**src/hdl/btp_pkg.sv**
```systemverilog
// Package for the two-port bit-programmable GPIO block.
// Assumes a byte-wide register port with 8-bit addresses.
package btp_pkg;

	localparam logic [7:0] OFF_A_IN  = 8'h00_D0;
	localparam logic [7:0] OFF_A_OUT = 8'h00_D1;
	localparam logic [7:0] OFF_A_DIR = 8'h00_D2;
	localparam logic [7:0] OFF_A_FN  = 8'h00_D3;
	localparam logic [7:0] OFF_B_IN  = 8'h00_D4;
	localparam logic [7:0] OFF_B_OUT = 8'h00_D5;
	localparam logic [7:0] OFF_B_DIR = 8'h00_D6;
	localparam logic [7:0] OFF_B_FN  = 8'h00_D7;

	localparam int          PORT_B_WIDTH  = 6;
	localparam int          B_NO_DRV_BIT  = 5;
	localparam logic [7:0]  RST_DIR       = 8'h00_00;
	localparam logic [7:0]  RST_FN        = 8'h00_00;
	localparam logic [7:0]  RST_IN        = 8'h00_00;
	// Output value registers keep their contents over a full reset
	localparam logic [7:0]  POWERUP_OUT   = 8'h00_00;

	// One port's control set
	typedef struct packed {
		logic [7:0] inVal;
		logic [7:0] outVal;
		logic [7:0] dir;
		logic [7:0] fn;
	} btp_port_t;

	// Register bus request
	typedef struct packed {
		logic       wr;
		logic       rd;
		logic [7:0] addr;
		logic [7:0] wdata;
	} btp_req_t;

endpackage

```
**src/hdl/btp_gpio.sv**
```systemverilog
// Two bit-programmable GPIO ports: port A of 8 lines, port B of 6 lines.
// Assumes a single-clock register master; pins arrive asynchronously.
// How it works
// - Fourteen lines: port A eight bits, each bit input or output.
// - Port B bits may carry special functions instead of plain I/O.
// - Push-pull on all pins except B5; port A bits may be open-drain.
// - Each register bit affects only the pin at the same position.
// - Four byte registers per port at D0-D3 and D4-D7.
// - Input bits read the current synchronized pin sample.
// - Output bits drive the output value register bit onto the pin.
// - The unused register bit of a pin keeps its value.
// - Pin passes two flip-flops, then the Schmitt stage, before the input register.
// - Input register writes are dropped on input bits, which load the sample on that same clock.
// - Port A direction bit 1 means output, 0 means input.
// - Output bits read back the requested value, not the pin level.
// - Output bits switch off their input Schmitt stage.
// - Registers update on rising edge; access any time in any order.
// - Port A output bits with function bit set drive open-drain.
// - Full reset clears direction and function registers; output values kept.
// - Stop recovery and watchdog events leave port registers unchanged.
`timescale 1ns/10ps

module btp_gpio #(
	parameter int A_WIDTH = 8,
	parameter int B_WIDTH = btp_pkg::PORT_B_WIDTH
) (
	// Clock and full reset
	input  wire logic                clk,
	input  wire logic                rst,
	// Register port
	input  wire logic [7:0]          regAddr,
	input  wire logic [7:0]          regWdata,
	input  wire logic                regWr,
	input  wire logic                regRd,
	output      logic [7:0]          regRdata,
	// Port A pins
	input  wire logic [A_WIDTH-1:0]  padAIn,
	output      logic [A_WIDTH-1:0]  padAOut,
	output      logic [A_WIDTH-1:0]  padAOe,
	// Port B pins
	input  wire logic [B_WIDTH-1:0]  padBIn,
	output      logic [B_WIDTH-1:0]  padBOut,
	output      logic [B_WIDTH-1:0]  padBOe,
	// Port B to special-function logic
	output      logic [B_WIDTH-1:0]  portBFnSel,
	output      logic [B_WIDTH-1:0]  portBSample,
	input  wire logic [B_WIDTH-1:0]  portBFnOut,
	input  wire logic [B_WIDTH-1:0]  portBFnOe
);

	btp_pkg::btp_req_t  req;
	btp_pkg::btp_port_t portA_q;
	btp_pkg::btp_port_t portB_q;
	logic [7:0]         aSync1_q;
	logic [7:0]         aSync2_q;
	logic [7:0]         bSync1_q;
	logic [7:0]         bSync2_q;
	logic [7:0]         aSchmitt;
	logic [7:0]         bSchmitt;
	logic [7:0]         aPad;
	logic [7:0]         bPad;
	logic [7:0]         rdata_d;
	logic [7:0]         bMask;
	logic [7:0]         b5Mask;
	logic [7:0]         aIn_q;
	logic [7:0]         aOut_q;
	logic [7:0]         aDir_q;
	logic [7:0]         aFn_q;
	logic [7:0]         bIn_q;
	logic [7:0]         bOut_q;
	logic [7:0]         bDir_q;
	logic [7:0]         bFn_q;

	assign req  = '{wr: regWr, rd: regRd, addr: regAddr, wdata: regWdata};
	assign aPad = 8'(padAIn);
	assign bPad = 8'(padBIn);
	assign bMask = 8'((9'h0_01 << B_WIDTH) - 9'h0_01);
	assign b5Mask = 8'(9'h0_01 << btp_pkg::B_NO_DRV_BIT);
	assign portA_q = '{inVal: aIn_q, outVal: aOut_q, dir: aDir_q, fn: aFn_q};
	assign portB_q = '{inVal: bIn_q, outVal: bOut_q, dir: bDir_q, fn: bFn_q};

	function automatic logic hit(input btp_pkg::btp_req_t r, input logic [7:0] off);
		return r.wr && (r.addr == off);
	endfunction

	// Gating the Schmitt stage on output bits saves its switching power
	assign aSchmitt = aSync2_q & ~portA_q.dir;
	assign bSchmitt = bSync2_q & ~portB_q.dir & bMask;

	// Raw pins meet two flip-flops before any gate; stage one feeds stage two only
	always_ff @(posedge clk or posedge rst) begin
		if (rst) begin
			aSync1_q <= btp_pkg::RST_IN;
			aSync2_q <= btp_pkg::RST_IN;
			bSync1_q <= btp_pkg::RST_IN;
			bSync2_q <= btp_pkg::RST_IN;
		end else begin
			aSync1_q <= aPad;
			aSync2_q <= aSync1_q;
			bSync1_q <= bPad;
			bSync2_q <= bSync1_q;
		end
	end

	// Input value registers: sample on input bits, hold software value on output bits
	always_ff @(posedge clk or posedge rst) begin
		if (rst) begin
			aIn_q <= btp_pkg::RST_IN;
			bIn_q <= btp_pkg::RST_IN;
		end else begin
			aIn_q <= (portA_q.dir & (hit(req, btp_pkg::OFF_A_IN) ? req.wdata : portA_q.inVal))
				| aSchmitt;
			bIn_q <= ((portB_q.dir & (hit(req, btp_pkg::OFF_B_IN) ? req.wdata : portB_q.inVal))
				| bSchmitt) & bMask;
		end
	end

	// Output value registers have no reset term: full reset leaves them alone
	always_ff @(posedge clk) begin
		if (hit(req, btp_pkg::OFF_A_OUT))
			aOut_q <= req.wdata;
		if (hit(req, btp_pkg::OFF_B_OUT))
			bOut_q <= req.wdata & bMask;
	end

	// Direction and function registers; only rst is a full reset, so stop
	// recovery and watchdog events never reach here
	always_ff @(posedge clk or posedge rst) begin
		if (rst) begin
			aDir_q <= btp_pkg::RST_DIR;
			aFn_q  <= btp_pkg::RST_FN;
			bDir_q <= btp_pkg::RST_DIR;
			bFn_q  <= btp_pkg::RST_FN;
		end else begin
			if (hit(req, btp_pkg::OFF_A_DIR))
				aDir_q <= req.wdata;
			if (hit(req, btp_pkg::OFF_A_FN))
				aFn_q <= req.wdata;
			if (hit(req, btp_pkg::OFF_B_DIR))
				bDir_q <= req.wdata & bMask;
			if (hit(req, btp_pkg::OFF_B_FN))
				bFn_q <= req.wdata & bMask;
		end
	end

	// Pin drivers
	always_comb begin
		for (int i = 0; i < A_WIDTH; i++) begin
			// Open-drain drives only the low level
			padAOut[i] = portA_q.outVal[i] & ~portA_q.fn[i];
			padAOe[i]  = portA_q.dir[i] & ~(portA_q.fn[i] & portA_q.outVal[i]);
		end
		for (int i = 0; i < B_WIDTH; i++) begin
			if (portB_q.fn[i] && portB_q.dir[i]) begin
				padBOut[i] = portBFnOut[i];
				padBOe[i]  = portBFnOe[i];
			end else begin
				padBOut[i] = portB_q.outVal[i];
				padBOe[i]  = portB_q.dir[i];
			end
			// B5 has no high-side driver; it can only pull low
			if (i == btp_pkg::B_NO_DRV_BIT && padBOut[i]) begin
				padBOe[i] = 1'b0;
			end
		end
	end

	assign portBFnSel  = portB_q.fn[B_WIDTH-1:0];
	assign portBSample = portB_q.inVal[B_WIDTH-1:0];

	// Read mux; output bits read the requested value, not the pad
	always_comb begin
		rdata_d = regRdata;
		if (req.rd) begin
			unique case (req.addr)
				btp_pkg::OFF_A_IN:  rdata_d = portA_q.inVal;
				btp_pkg::OFF_A_OUT: rdata_d = portA_q.outVal;
				btp_pkg::OFF_A_DIR: rdata_d = portA_q.dir;
				btp_pkg::OFF_A_FN:  rdata_d = portA_q.fn;
				btp_pkg::OFF_B_IN:  rdata_d = portB_q.inVal;
				btp_pkg::OFF_B_OUT: rdata_d = portB_q.outVal;
				btp_pkg::OFF_B_DIR: rdata_d = portB_q.dir;
				btp_pkg::OFF_B_FN:  rdata_d = portB_q.fn;
				default:            rdata_d = 8'h00_00;
			endcase
		end
	end

	always_ff @(posedge clk or posedge rst) begin
		if (rst)
			regRdata <= 8'h00_00;
		else
			regRdata <= rdata_d;
	end

	// Assertions
	a_dir_reset_clear: assert property (@(posedge clk) $rose(rst) |=> (portA_q.dir == 8'h00_00))
		else $error("direction not cleared by reset");
	a_fn_reset_clear: assert property (@(posedge clk) rst |=> (portB_q.fn == 8'h00_00))
		else $error("function not cleared by reset");
	a_out_drive_value: assert property (@(posedge clk) disable iff (rst)
		(portA_q.dir[0] && !portA_q.fn[0]) |-> (padAOe[0] && padAOut[0] == portA_q.outVal[0]))
		else $error("output bit not driven from output register");
	a_in_tracks_pin: assert property (@(posedge clk) disable iff (rst)
		(portA_q.dir[1] == 1'b0)[*4] |-> (portA_q.inVal[1] == $past(padAIn[1], 3)))
		else $error("input bit not the synchronized sample");
	a_in_hold_out: assert property (@(posedge clk) disable iff (rst)
		(portA_q.dir[2] && $past(portA_q.dir[2]) && !$past(hit(req, btp_pkg::OFF_A_IN)))
		|-> $stable(portA_q.inVal[2]))
		else $error("input bit of output pin changed");
	a_open_drain: assert property (@(posedge clk) disable iff (rst)
		(portA_q.dir[3] && portA_q.fn[3] && portA_q.outVal[3]) |-> !padAOe[3])
		else $error("open-drain bit drove high");
	a_b5_no_high: assert property (@(posedge clk) disable iff (rst)
		padBOe[btp_pkg::B_NO_DRV_BIT] |-> !padBOut[btp_pkg::B_NO_DRV_BIT])
		else $error("B5 drove high");
	a_in_dir_off: assert property (@(posedge clk) disable iff (rst)
		!portA_q.dir[4] |-> !padAOe[4])
		else $error("input bit drove the pad");
	a_read_latency: assert property (@(posedge clk) disable iff (rst)
		(regRd && regAddr == btp_pkg::OFF_A_DIR && !regWr) |=> (regRdata == $past(portA_q.dir)))
		else $error("read data wrong");

	// Reset values
	a_dir_a_reset: assert property (@(posedge clk) rst |=> (portA_q.dir == btp_pkg::RST_DIR))
		// Port A direction after a held reset
		else $error("port A direction not cleared");
	a_dir_b_reset: assert property (@(posedge clk) rst |=> (portB_q.dir == btp_pkg::RST_DIR))
		// Port B direction after a held reset
		else $error("port B direction not cleared");
	a_fn_a_reset: assert property (@(posedge clk) rst |=> (portA_q.fn == btp_pkg::RST_FN))
		// Port A function after a held reset
		else $error("port A function not cleared");
	a_in_reset_zero: assert property (@(posedge clk) rst
		|=> (portA_q.inVal == btp_pkg::RST_IN && portB_q.inVal == btp_pkg::RST_IN))
		else $error("input value not cleared by reset");
	a_oe_reset_low: assert property (@(posedge clk) rst
		|=> (padAOe == '0 && padBOe == '0))
		else $error("pin driven during reset");
	a_rdata_reset: assert property (@(posedge clk) rst
		|=> (regRdata == 8'h00_00))
		else $error("read data not cleared by reset");

	// Register writes and holds
	a_outval_a_write: assert property (@(posedge clk) disable iff (rst)
		hit(req, btp_pkg::OFF_A_OUT) |=> (portA_q.outVal == $past(regWdata)))
		else $error("port A output value write lost");
	a_outval_b_write: assert property (@(posedge clk) disable iff (rst)
		hit(req, btp_pkg::OFF_B_OUT) |=> (portB_q.outVal == ($past(regWdata) & bMask)))
		else $error("port B output value write lost");
	a_dir_a_write: assert property (@(posedge clk) disable iff (rst)
		hit(req, btp_pkg::OFF_A_DIR) |=> (portA_q.dir == $past(regWdata)))
		else $error("port A direction write lost");
	a_dir_b_write: assert property (@(posedge clk) disable iff (rst)
		hit(req, btp_pkg::OFF_B_DIR) |=> (portB_q.dir == ($past(regWdata) & bMask)))
		else $error("port B direction write lost");
	a_fn_a_write: assert property (@(posedge clk) disable iff (rst)
		hit(req, btp_pkg::OFF_A_FN) |=> (portA_q.fn == $past(regWdata)))
		else $error("port A function write lost");
	a_fn_b_write: assert property (@(posedge clk) disable iff (rst)
		hit(req, btp_pkg::OFF_B_FN) |=> (portB_q.fn == ($past(regWdata) & bMask)))
		else $error("port B function write lost");
	a_dir_a_hold: assert property (@(posedge clk) disable iff (rst)
		!hit(req, btp_pkg::OFF_A_DIR) |=> $stable(portA_q.dir))
		else $error("port A direction changed without write");
	a_dir_b_hold: assert property (@(posedge clk) disable iff (rst)
		!hit(req, btp_pkg::OFF_B_DIR) |=> $stable(portB_q.dir))
		else $error("port B direction changed without write");
	a_fn_a_hold: assert property (@(posedge clk) disable iff (rst)
		!hit(req, btp_pkg::OFF_A_FN) |=> $stable(portA_q.fn))
		else $error("port A function changed without write");
	a_fn_b_hold: assert property (@(posedge clk) disable iff (rst)
		!hit(req, btp_pkg::OFF_B_FN) |=> $stable(portB_q.fn))
		else $error("port B function changed without write");

	// Input value registers and synchronizers
	a_in_wr_out_a: assert property (@(posedge clk) disable iff (rst)
		hit(req, btp_pkg::OFF_A_IN) |=> (((portA_q.inVal ^ $past(regWdata)) & $past(portA_q.dir)) == 8'h00_00))
		else $error("port A input write not kept on output bit");
	a_in_wr_out_b: assert property (@(posedge clk) disable iff (rst)
		hit(req, btp_pkg::OFF_B_IN) |=> (((portB_q.inVal ^ $past(regWdata)) & $past(portB_q.dir)) == 8'h00_00))
		else $error("port B input write not kept on output bit");
	a_in_wr_in_a: assert property (@(posedge clk) disable iff (rst)
		hit(req, btp_pkg::OFF_A_IN) |=> (((portA_q.inVal ^ $past(aSync2_q)) & ~$past(portA_q.dir)) == 8'h00_00))
		else $error("port A input write not replaced by sample");
	a_in_wr_in_b: assert property (@(posedge clk) disable iff (rst)
		hit(req, btp_pkg::OFF_B_IN) |=> (((portB_q.inVal ^ $past(bSync2_q)) & ~$past(portB_q.dir)) == 8'h00_00))
		else $error("port B input write not replaced by sample");
	a_in_hold_a: assert property (@(posedge clk) disable iff (rst)
		!hit(req, btp_pkg::OFF_A_IN) |=> (((portA_q.inVal ^ $past(portA_q.inVal)) & $past(portA_q.dir)) == 8'h00_00))
		else $error("port A input bit of output pin changed");
	a_in_hold_b: assert property (@(posedge clk) disable iff (rst)
		!hit(req, btp_pkg::OFF_B_IN) |=> (((portB_q.inVal ^ $past(portB_q.inVal)) & $past(portB_q.dir)) == 8'h00_00))
		else $error("port B input bit of output pin changed");
	a_b_in_sample: assert property (@(posedge clk) disable iff (rst)
		(portB_q.dir[0] == 1'b0)[*4] |-> (portB_q.inVal[0] == $past(padBIn[0], 3)))
		else $error("port B input bit not the synchronized sample");
	a_sync_two_a: assert property (@(posedge clk) disable iff (rst)
		(!$past(rst) && !$past(rst, 2)) |-> (aSync2_q == $past(aPad, 2)))
		else $error("port A synchronizer not two stages");
	a_sync_two_b: assert property (@(posedge clk) disable iff (rst)
		(!$past(rst) && !$past(rst, 2)) |-> (bSync2_q == $past(bPad, 2)))
		else $error("port B synchronizer not two stages");
	a_b_upper_zero: assert property (@(posedge clk) disable iff (rst)
		(((portB_q.dir | portB_q.fn | portB_q.inVal) & ~bMask) == 8'h00_00))
		else $error("port B bit beyond its width set");

	// Pin drivers
	a_od_drive_low: assert property (@(posedge clk) disable iff (rst)
		(((portA_q.dir & portA_q.fn & ~portA_q.outVal) & ~(8'(padAOe) & ~8'(padAOut))) == 8'h00_00))
		else $error("open-drain bit failed to pull low");
	a_pp_a_drive: assert property (@(posedge clk) disable iff (rst)
		(((portA_q.dir & ~portA_q.fn) & ~8'(padAOe)) == 8'h00_00))
		else $error("push-pull bit not driven");
	a_pp_a_value: assert property (@(posedge clk) disable iff (rst)
		(((portA_q.dir & ~portA_q.fn) & (8'(padAOut) ^ portA_q.outVal)) == 8'h00_00))
		else $error("push-pull bit value wrong");
	a_in_a_off: assert property (@(posedge clk) disable iff (rst)
		((~portA_q.dir & 8'(padAOe)) == 8'h00_00))
		else $error("port A input pin driven");
	a_in_b_off: assert property (@(posedge clk) disable iff (rst)
		((~portB_q.dir & 8'(padBOe)) == 8'h00_00))
		else $error("port B input pin driven");
	a_b_plain_value: assert property (@(posedge clk) disable iff (rst)
		(((portB_q.dir & ~portB_q.fn) & (8'(padBOut) ^ portB_q.outVal)) == 8'h00_00))
		else $error("port B output bit value wrong");
	a_b_fn_route: assert property (@(posedge clk) disable iff (rst)
		(((portB_q.dir & portB_q.fn) & (8'(padBOut) ^ 8'(portBFnOut))) == 8'h00_00))
		else $error("port B special function value not routed");
	a_b_fn_oe: assert property (@(posedge clk) disable iff (rst)
		(((portB_q.dir & portB_q.fn & ~b5Mask) & (8'(padBOe) ^ 8'(portBFnOe))) == 8'h00_00))
		else $error("port B special function enable not routed");
	a_b_in_plain: assert property (@(posedge clk) disable iff (rst)
		((~portB_q.dir & portB_q.fn & 8'(padBOe)) == 8'h00_00))
		else $error("port B function input bit driven");
	a_b5_low_drive: assert property (@(posedge clk) disable iff (rst)
		(portB_q.dir[5] && !portB_q.fn[5] && !portB_q.outVal[5]) |-> (padBOe[5] && !padBOut[5]))
		else $error("bit 5 failed to pull low");

	// Read port
	a_rd_a_in: assert property (@(posedge clk) disable iff (rst)
		(regRd && !regWr && regAddr == btp_pkg::OFF_A_IN) |=> (regRdata == $past(portA_q.inVal)))
		else $error("port A input value read wrong");
	a_rd_a_out: assert property (@(posedge clk) disable iff (rst)
		(regRd && !regWr && regAddr == btp_pkg::OFF_A_OUT) |=> (regRdata == $past(portA_q.outVal)))
		else $error("port A output value read wrong");
	a_rd_a_fn: assert property (@(posedge clk) disable iff (rst)
		(regRd && !regWr && regAddr == btp_pkg::OFF_A_FN) |=> (regRdata == $past(portA_q.fn)))
		else $error("port A function read wrong");
	a_rd_b_in: assert property (@(posedge clk) disable iff (rst)
		(regRd && !regWr && regAddr == btp_pkg::OFF_B_IN) |=> (regRdata == $past(portB_q.inVal)))
		else $error("port B input value read wrong");
	a_rd_b_out: assert property (@(posedge clk) disable iff (rst)
		(regRd && !regWr && regAddr == btp_pkg::OFF_B_OUT) |=> (regRdata == $past(portB_q.outVal)))
		else $error("port B output value read wrong");
	a_rd_b_dir: assert property (@(posedge clk) disable iff (rst)
		(regRd && !regWr && regAddr == btp_pkg::OFF_B_DIR) |=> (regRdata == $past(portB_q.dir)))
		else $error("port B direction read wrong");
	a_rd_b_fn: assert property (@(posedge clk) disable iff (rst)
		(regRd && !regWr && regAddr == btp_pkg::OFF_B_FN) |=> (regRdata == $past(portB_q.fn)))
		else $error("port B function read wrong");
	a_rd_unmapped: assert property (@(posedge clk) disable iff (rst)
		(regRd && (regAddr < btp_pkg::OFF_A_IN || regAddr > btp_pkg::OFF_B_FN)) |=> (regRdata == 8'h00_00))
		else $error("unmapped read not zero");
	a_rd_hold: assert property (@(posedge clk) disable iff (rst)
		!regRd |=> $stable(regRdata))
		else $error("read data changed without read");

endmodule // btp_gpio

```
**config.mk**
```make
export PLATFORM = sky130hd
export DESIGN_NAME = btp_gpio
export DESIGN_NICKNAME = d
export VERILOG_FILES = /design/src/hdl/btp_pkg.sv /design/src/hdl/btp_gpio.sv
export SDC_FILE = /design/constraint.sdc
export NUM_CORES = 1
export LEC_CHECK = 0
export BUFFER_PORTS_ARGS = -buffer_cell sky130_fd_sc_hd__buf_2
export CAP_MARGIN = 20
export CORE_UTILIZATION = 54
export DETAILED_ROUTE_END_ITERATION = 12
export GPL_ROUTABILITY_DRIVEN = 0
export PLACE_DENSITY = 0.8
export SLEW_MARGIN = 20
export SYNTH_ARGS = -nofsm -noshare
export SYNTH_HDL_FRONTEND = slang
export SYNTH_SLANG_ARGS = --single-unit
```
**constraint.sdc**
```tcl
create_clock -name clk -period 3.3 [get_ports clk]
set_input_delay 0.66 -clock clk [delete_from_list [all_inputs] [get_ports clk]]
set_output_delay 0.66 -clock clk [all_outputs]
set_load 0.02 [all_outputs]
```
Yosys cells after proc, flatten, opt, wreduce, memory -nomap -nowiden
Cells that the tools add are included.

Output and inout port bits: 48. Logic and storage cells: 99. Flip-flop bits (word level): 92.

Equality and inequality tests: 8. Reductions and logical operators: 14. Bitwise gates (word level): 48. Multiplexer cells: 16.

Operator list (number): $eq 8x8->1 const B (8); $pmux 8 s8 (1); $and 1x1->1 (24); $and 8x8->8 (2); $not 1->1 (16); $logic_and 1x1->1 (14); $mux 1 (13); $and 6x6->6 (2); $mux 8 (1); $not 8->8 (1); $or 8x8->8 (1); $mux 6 (1); $not 6->6 (1); $or 6x6->6 (1).

Longest topological paths before layout
Word-level depth: 5. Depth in mapped cells: 5. Depth with buffers taken out: 3.

Worst setup path after synthesis
OpenSTA, ideal clock, no wires.

Path type: input -> register. Start: input port regAddr[1]. End: register bOut_q[0], enable pin. Required time: 2.914 ns. Arrival: 1.759 ns. Library setup time: 0.386 ns. Stages on the path: 3. Slack: 1.156 ns. Buffers on the path: 1. Cell sequence: buf_4 -> nand2b_1 -> nor4_1.

Word-level cells in the longest chain between the ends: 2.

RTL lines: start: declaration (line btp_gpio.sv:31) `input wire logic [7:0] regAddr,`; $eq 8x8->1 (line btp_gpio.sv:83) `return r.wr && (r.addr == off);`; $logic_and 1x1->1 (line btp_gpio.sv:83); end signal: assignment (line btp_gpio.sv:123) `bOut_q <= req.wdata & bMask;`; end: declaration (line btp_gpio.sv:70) `logic [7:0] bOut_q;`.

Every way passes these cells. A chain may end at the register's enable or synchronous reset.

Worst setup path after layout
Start: input port regAddr[2]. End: register aOut_q[2], enable pin.

Word-level cells in the longest chain between the ends: 2.

RTL lines: $eq 8x8->1 (line btp_gpio.sv:83); $logic_and 1x1->1 (line btp_gpio.sv:83); end signal: assignment (line btp_gpio.sv:121) `aOut_q <= req.wdata;`; end: declaration (line btp_gpio.sv:66) `logic [7:0] aOut_q;`.

Every way passes these cells.

==> results.md <==
- The start-to-end type of the worst setup path is in -> reg.
- Summing internal, switching and leakage power gives 0.00224 W.
- The analysis attributes to net switching a power of 0.000560 W.
- On the final layout, the worst hold slack is 0.351 ns.
- Setup violations remaining at the end of the flow were counted as 0.
- The run finished with clean final reports.
- The path class of the tightest hold or removal check is reg -> reg.
- Across the run, the number of max-cap violations was 0.
- Setup repair after global routing left no endpoint under its margin.
- Of the total power, the share spent switching nets is 0.250.
- Yosys attributes the largest share of cell area to dfrtp_1, mux2_2, edfxtp_1, mux4_2, nor2b_1.
- The clock share of power is 0.351.
- The analysis attributes to cell leakage a power of 2.28 nW.
- The CTS tree is yes.
- The count of final max-slew check failures came to 0.
- The number of global-route vias before repair was 2,835.
- The worst-case IR drop observed on VDD is 247 µV.
- Walking the worst path, the cells encountered are buf_2 -> and4bb_2 -> nand2_1 -> nor2_1.
- The first detailed-routing pass took 5 iterations.
- Counting flops with a built-in enable in the synthesized netlist gives 14.
- After clock tree synthesis, the clock-pin slew on the worst setup and hold paths is 0.09 ns.
- The initial core utilization is 0.560.
- The total detailed-routing wirelength is around 9700 µm.
- In the final layout, the share of cells above drive strength 1 is 0.435.
- From synthesis to final layout, the design area changed by 19.6%.
- The Yosys step of the flow raised 0 warnings.
- The largest single stage delay on the critical path is 0.60 ns.
- Of the total power, registers draw 0.549.
- The most used flip-flop cell after synthesis is dfrtp_1.
- The die area is 0.00792 mm².
- The number of gates resized after CTS was 0.
- Among all cell types in the netlist, the one instantiated most often is dfrtp_1.
- The number of design rule violations left after detail routing is 0.
- The flip-flop and latch count after synthesis is 92.
- Among all stages on the critical path, the largest delay is contributed by and4bb_2.
- The arrival time of the worst setup path is roughly 2.2 ns.
- Entering global routing, the biggest net connects 45 pins.
- The wire-length estimate of the detail-placed layout is 6370 µm.
- The later-pin clock latency in the skew report is 0.37 ns.
- The placement row count is 31.
- Each instance of the synthesized netlist takes up on average 13.4 µm².
- Power spread over the standard cell area amounts to between 400 and 500 mW/mm².
- By count the netlist is led by dfrtp_1, mux2_2, nand2_1.
- The worst setup path is launched from an input pin.
- The initial antenna violation count is 0.
- In this run, post-CTS hold repair placed 0 buffers.
- Counting flops with an async set or reset pin after synthesis yields a share of 0.848.
- The cell count after synthesis came out at 306.
- The port buffer count is 93.
- CTS built an H-tree with a depth of 3.
- The normalized max-slew margin is 0.477.
- The region available for standard cell placement spans 0.00729 mm².
- The number of fillers in the final layout is about 550.
- The hold violation count in the final report is 0.
- Of all cell types, the one taking the most synthesized area is dfrtp_1.
- The mapped netlist covers 0.00409 mm².
- The worst setup skew after layout is approximately 0.0097 ns.
- The final worst-path cycle share is 0.670.
- The net count of the finished layout is 450.
- The number of placed I/O pins is 94.
- Dividing the detail-routed wire length by the instance count gives 19.0 µm.
- Buffers inserted during clock tree synthesis total 9.
- The required time of the worst setup path is about 3.3 ns.
- The TritonCTS sink count is 92.
- The global-route wire length before repair is 15,100 µm.
- In this run the worst path has a maximum fanout of 23.
- Summing over every cut layer, the via total after detailed routing is just under 3,000.
- The final-layout setup total negative slack is 0 ns.
- Dividing the detail-routed via count by the number of cells gives 5.87.
- The number of DRC markers after the initial detailed-route iteration is roughly 260.
- 0 antenna diodes ended up in the layout.
- The remaining global-route overflow is 0.
- The x dimension of the die is 89.0 µm.
- The count of distinct cell types in the synthesized netlist is 33.
- The post-CTS setup repair buffer count is 0.
- The number of nets in the synthesized netlist is 352.
- The portion of synthesized cell area occupied by the leading cell type is 0.478.
- The clock tree root driver cell is clkbuf_8.
- Of the total power, combinational logic draws 0.100.
- For this run, the register share of the synthesized area comes to 0.581.
- The post-route antenna net violation count is 0.
- The internal portion of the total power is 0.00168 W.
- The floorplan step set the die height to 89.0 µm.
- The global routing usage summed across all routing layers is 0.267.
- At the pin with the least slew margin, the transition time is 0.783 ns.
- The minimum period implied by the final worst setup slack is 2.21 ns.
- No sink is reached through more buffers than the 2 on the longest clock path.
- The maximum clock rate is approximately 0.45 GHz.
- The type of element capturing the critical path is a flop.
==> stage by stage <==
stage	area [µm²]	setup WS, ns	utilization	cells
after global routing	4880	0.973	0.670	508
after global placement	4670	0.752	0.641	492
after CTS	4880	1.09	0.670	508
after floorplan	4090	0.645	-	306
final	4880	1.09	0.670	508
after detailed placement	4670	0.713	0.641	492
==> per-layer routing <==
metal  track usage  vias to the layer above  share of wire
met5             0                        -              0
met4        0.0938                        0          0.025
met3        0.0480                       20          0.078
met2         0.439                      149           0.48
met1         0.361                     1485           0.42
li1              -                     1328              -
==> path summary, 6_finish.rpt <==
kind,from,endpoint,slack [ns],depth (start not counted)
max,regAddr[2],aOut_q[2],1.09,4
min,bSync1_q[2],bSync2_q[2],0.35,0
max reg2reg,bDir_q[1],regRdata[1],2.02,3
min reg2reg,bSync1_q[2],bSync2_q[2],0.35,0
max in group asynchronous,rst,regRdata[7],2.16,3
min in group asynchronous,rst,aSync1_q[3],0.43,2
==> critical path: cells and delay by family <==
family        cells  cell delay [ns]
buf+inv           1             0.28
simple gates      3             1.26
==> power groups by stage <==
stage / logic (W) / clock network [W] / registers [W]
after floorplan: 0.000131 / 0 / 0.00125
after global placement: 0.000218 / 0 / 0.00125
after detailed placement: 0.000224 / 0 / 0.00125
after CTS: 0.000225 / 0.000797 / 0.00123
after global routing: 0.000245 / 0.000838 / 0.00124
final: 0.000224 / 0.000784 / 0.00123
==> logic make-up after synthesis <==
family / Yosys count / share of synthesized area
compound gates: 50 / 0.0943
buf+inv: 28 / 0.0288
flops: 92 / 0.581
mux: 54 / 0.171
simple gates: 82 / 0.125
==> layout make-up <==
cell class | instances | area [µm²] | area share
clock inverters | 4 | 26.3 | 0.00538
repair buffers | 98 | 515 | 0.106
multi-input cells | 186 | 1600 | 0.327
flip-flops and latches | 92 | 2370 | 0.486
clock buffers | 12 | 188 | 0.0384
well taps | 99 | 124 | 0.0254
inverters | 17 | 63.8 | 0.0131
==> layout by cell type, fill, tap and decap left out, types with 3 or more instances in the layout <==
cell / instances
o22ai_1: 6
nor2b_1: 16
and2_1: 6
buf_4: 4
nor2_1: 9
a311o_1: 8
nand2b_1: 9
nor4_4: 3
a21boi_0: 13
mux4_2: 8
o32ai_1: 8
a31oi_1: 8
o211ai_1: 6
nand4_1: 6
clkbuf_8: 10
mux2_2: 46
inv_1: 16
dfrtp_1: 78
buf_2: 93
nand2_1: 22
edfxtp_1: 14
(Power assumes the default switching activity.)
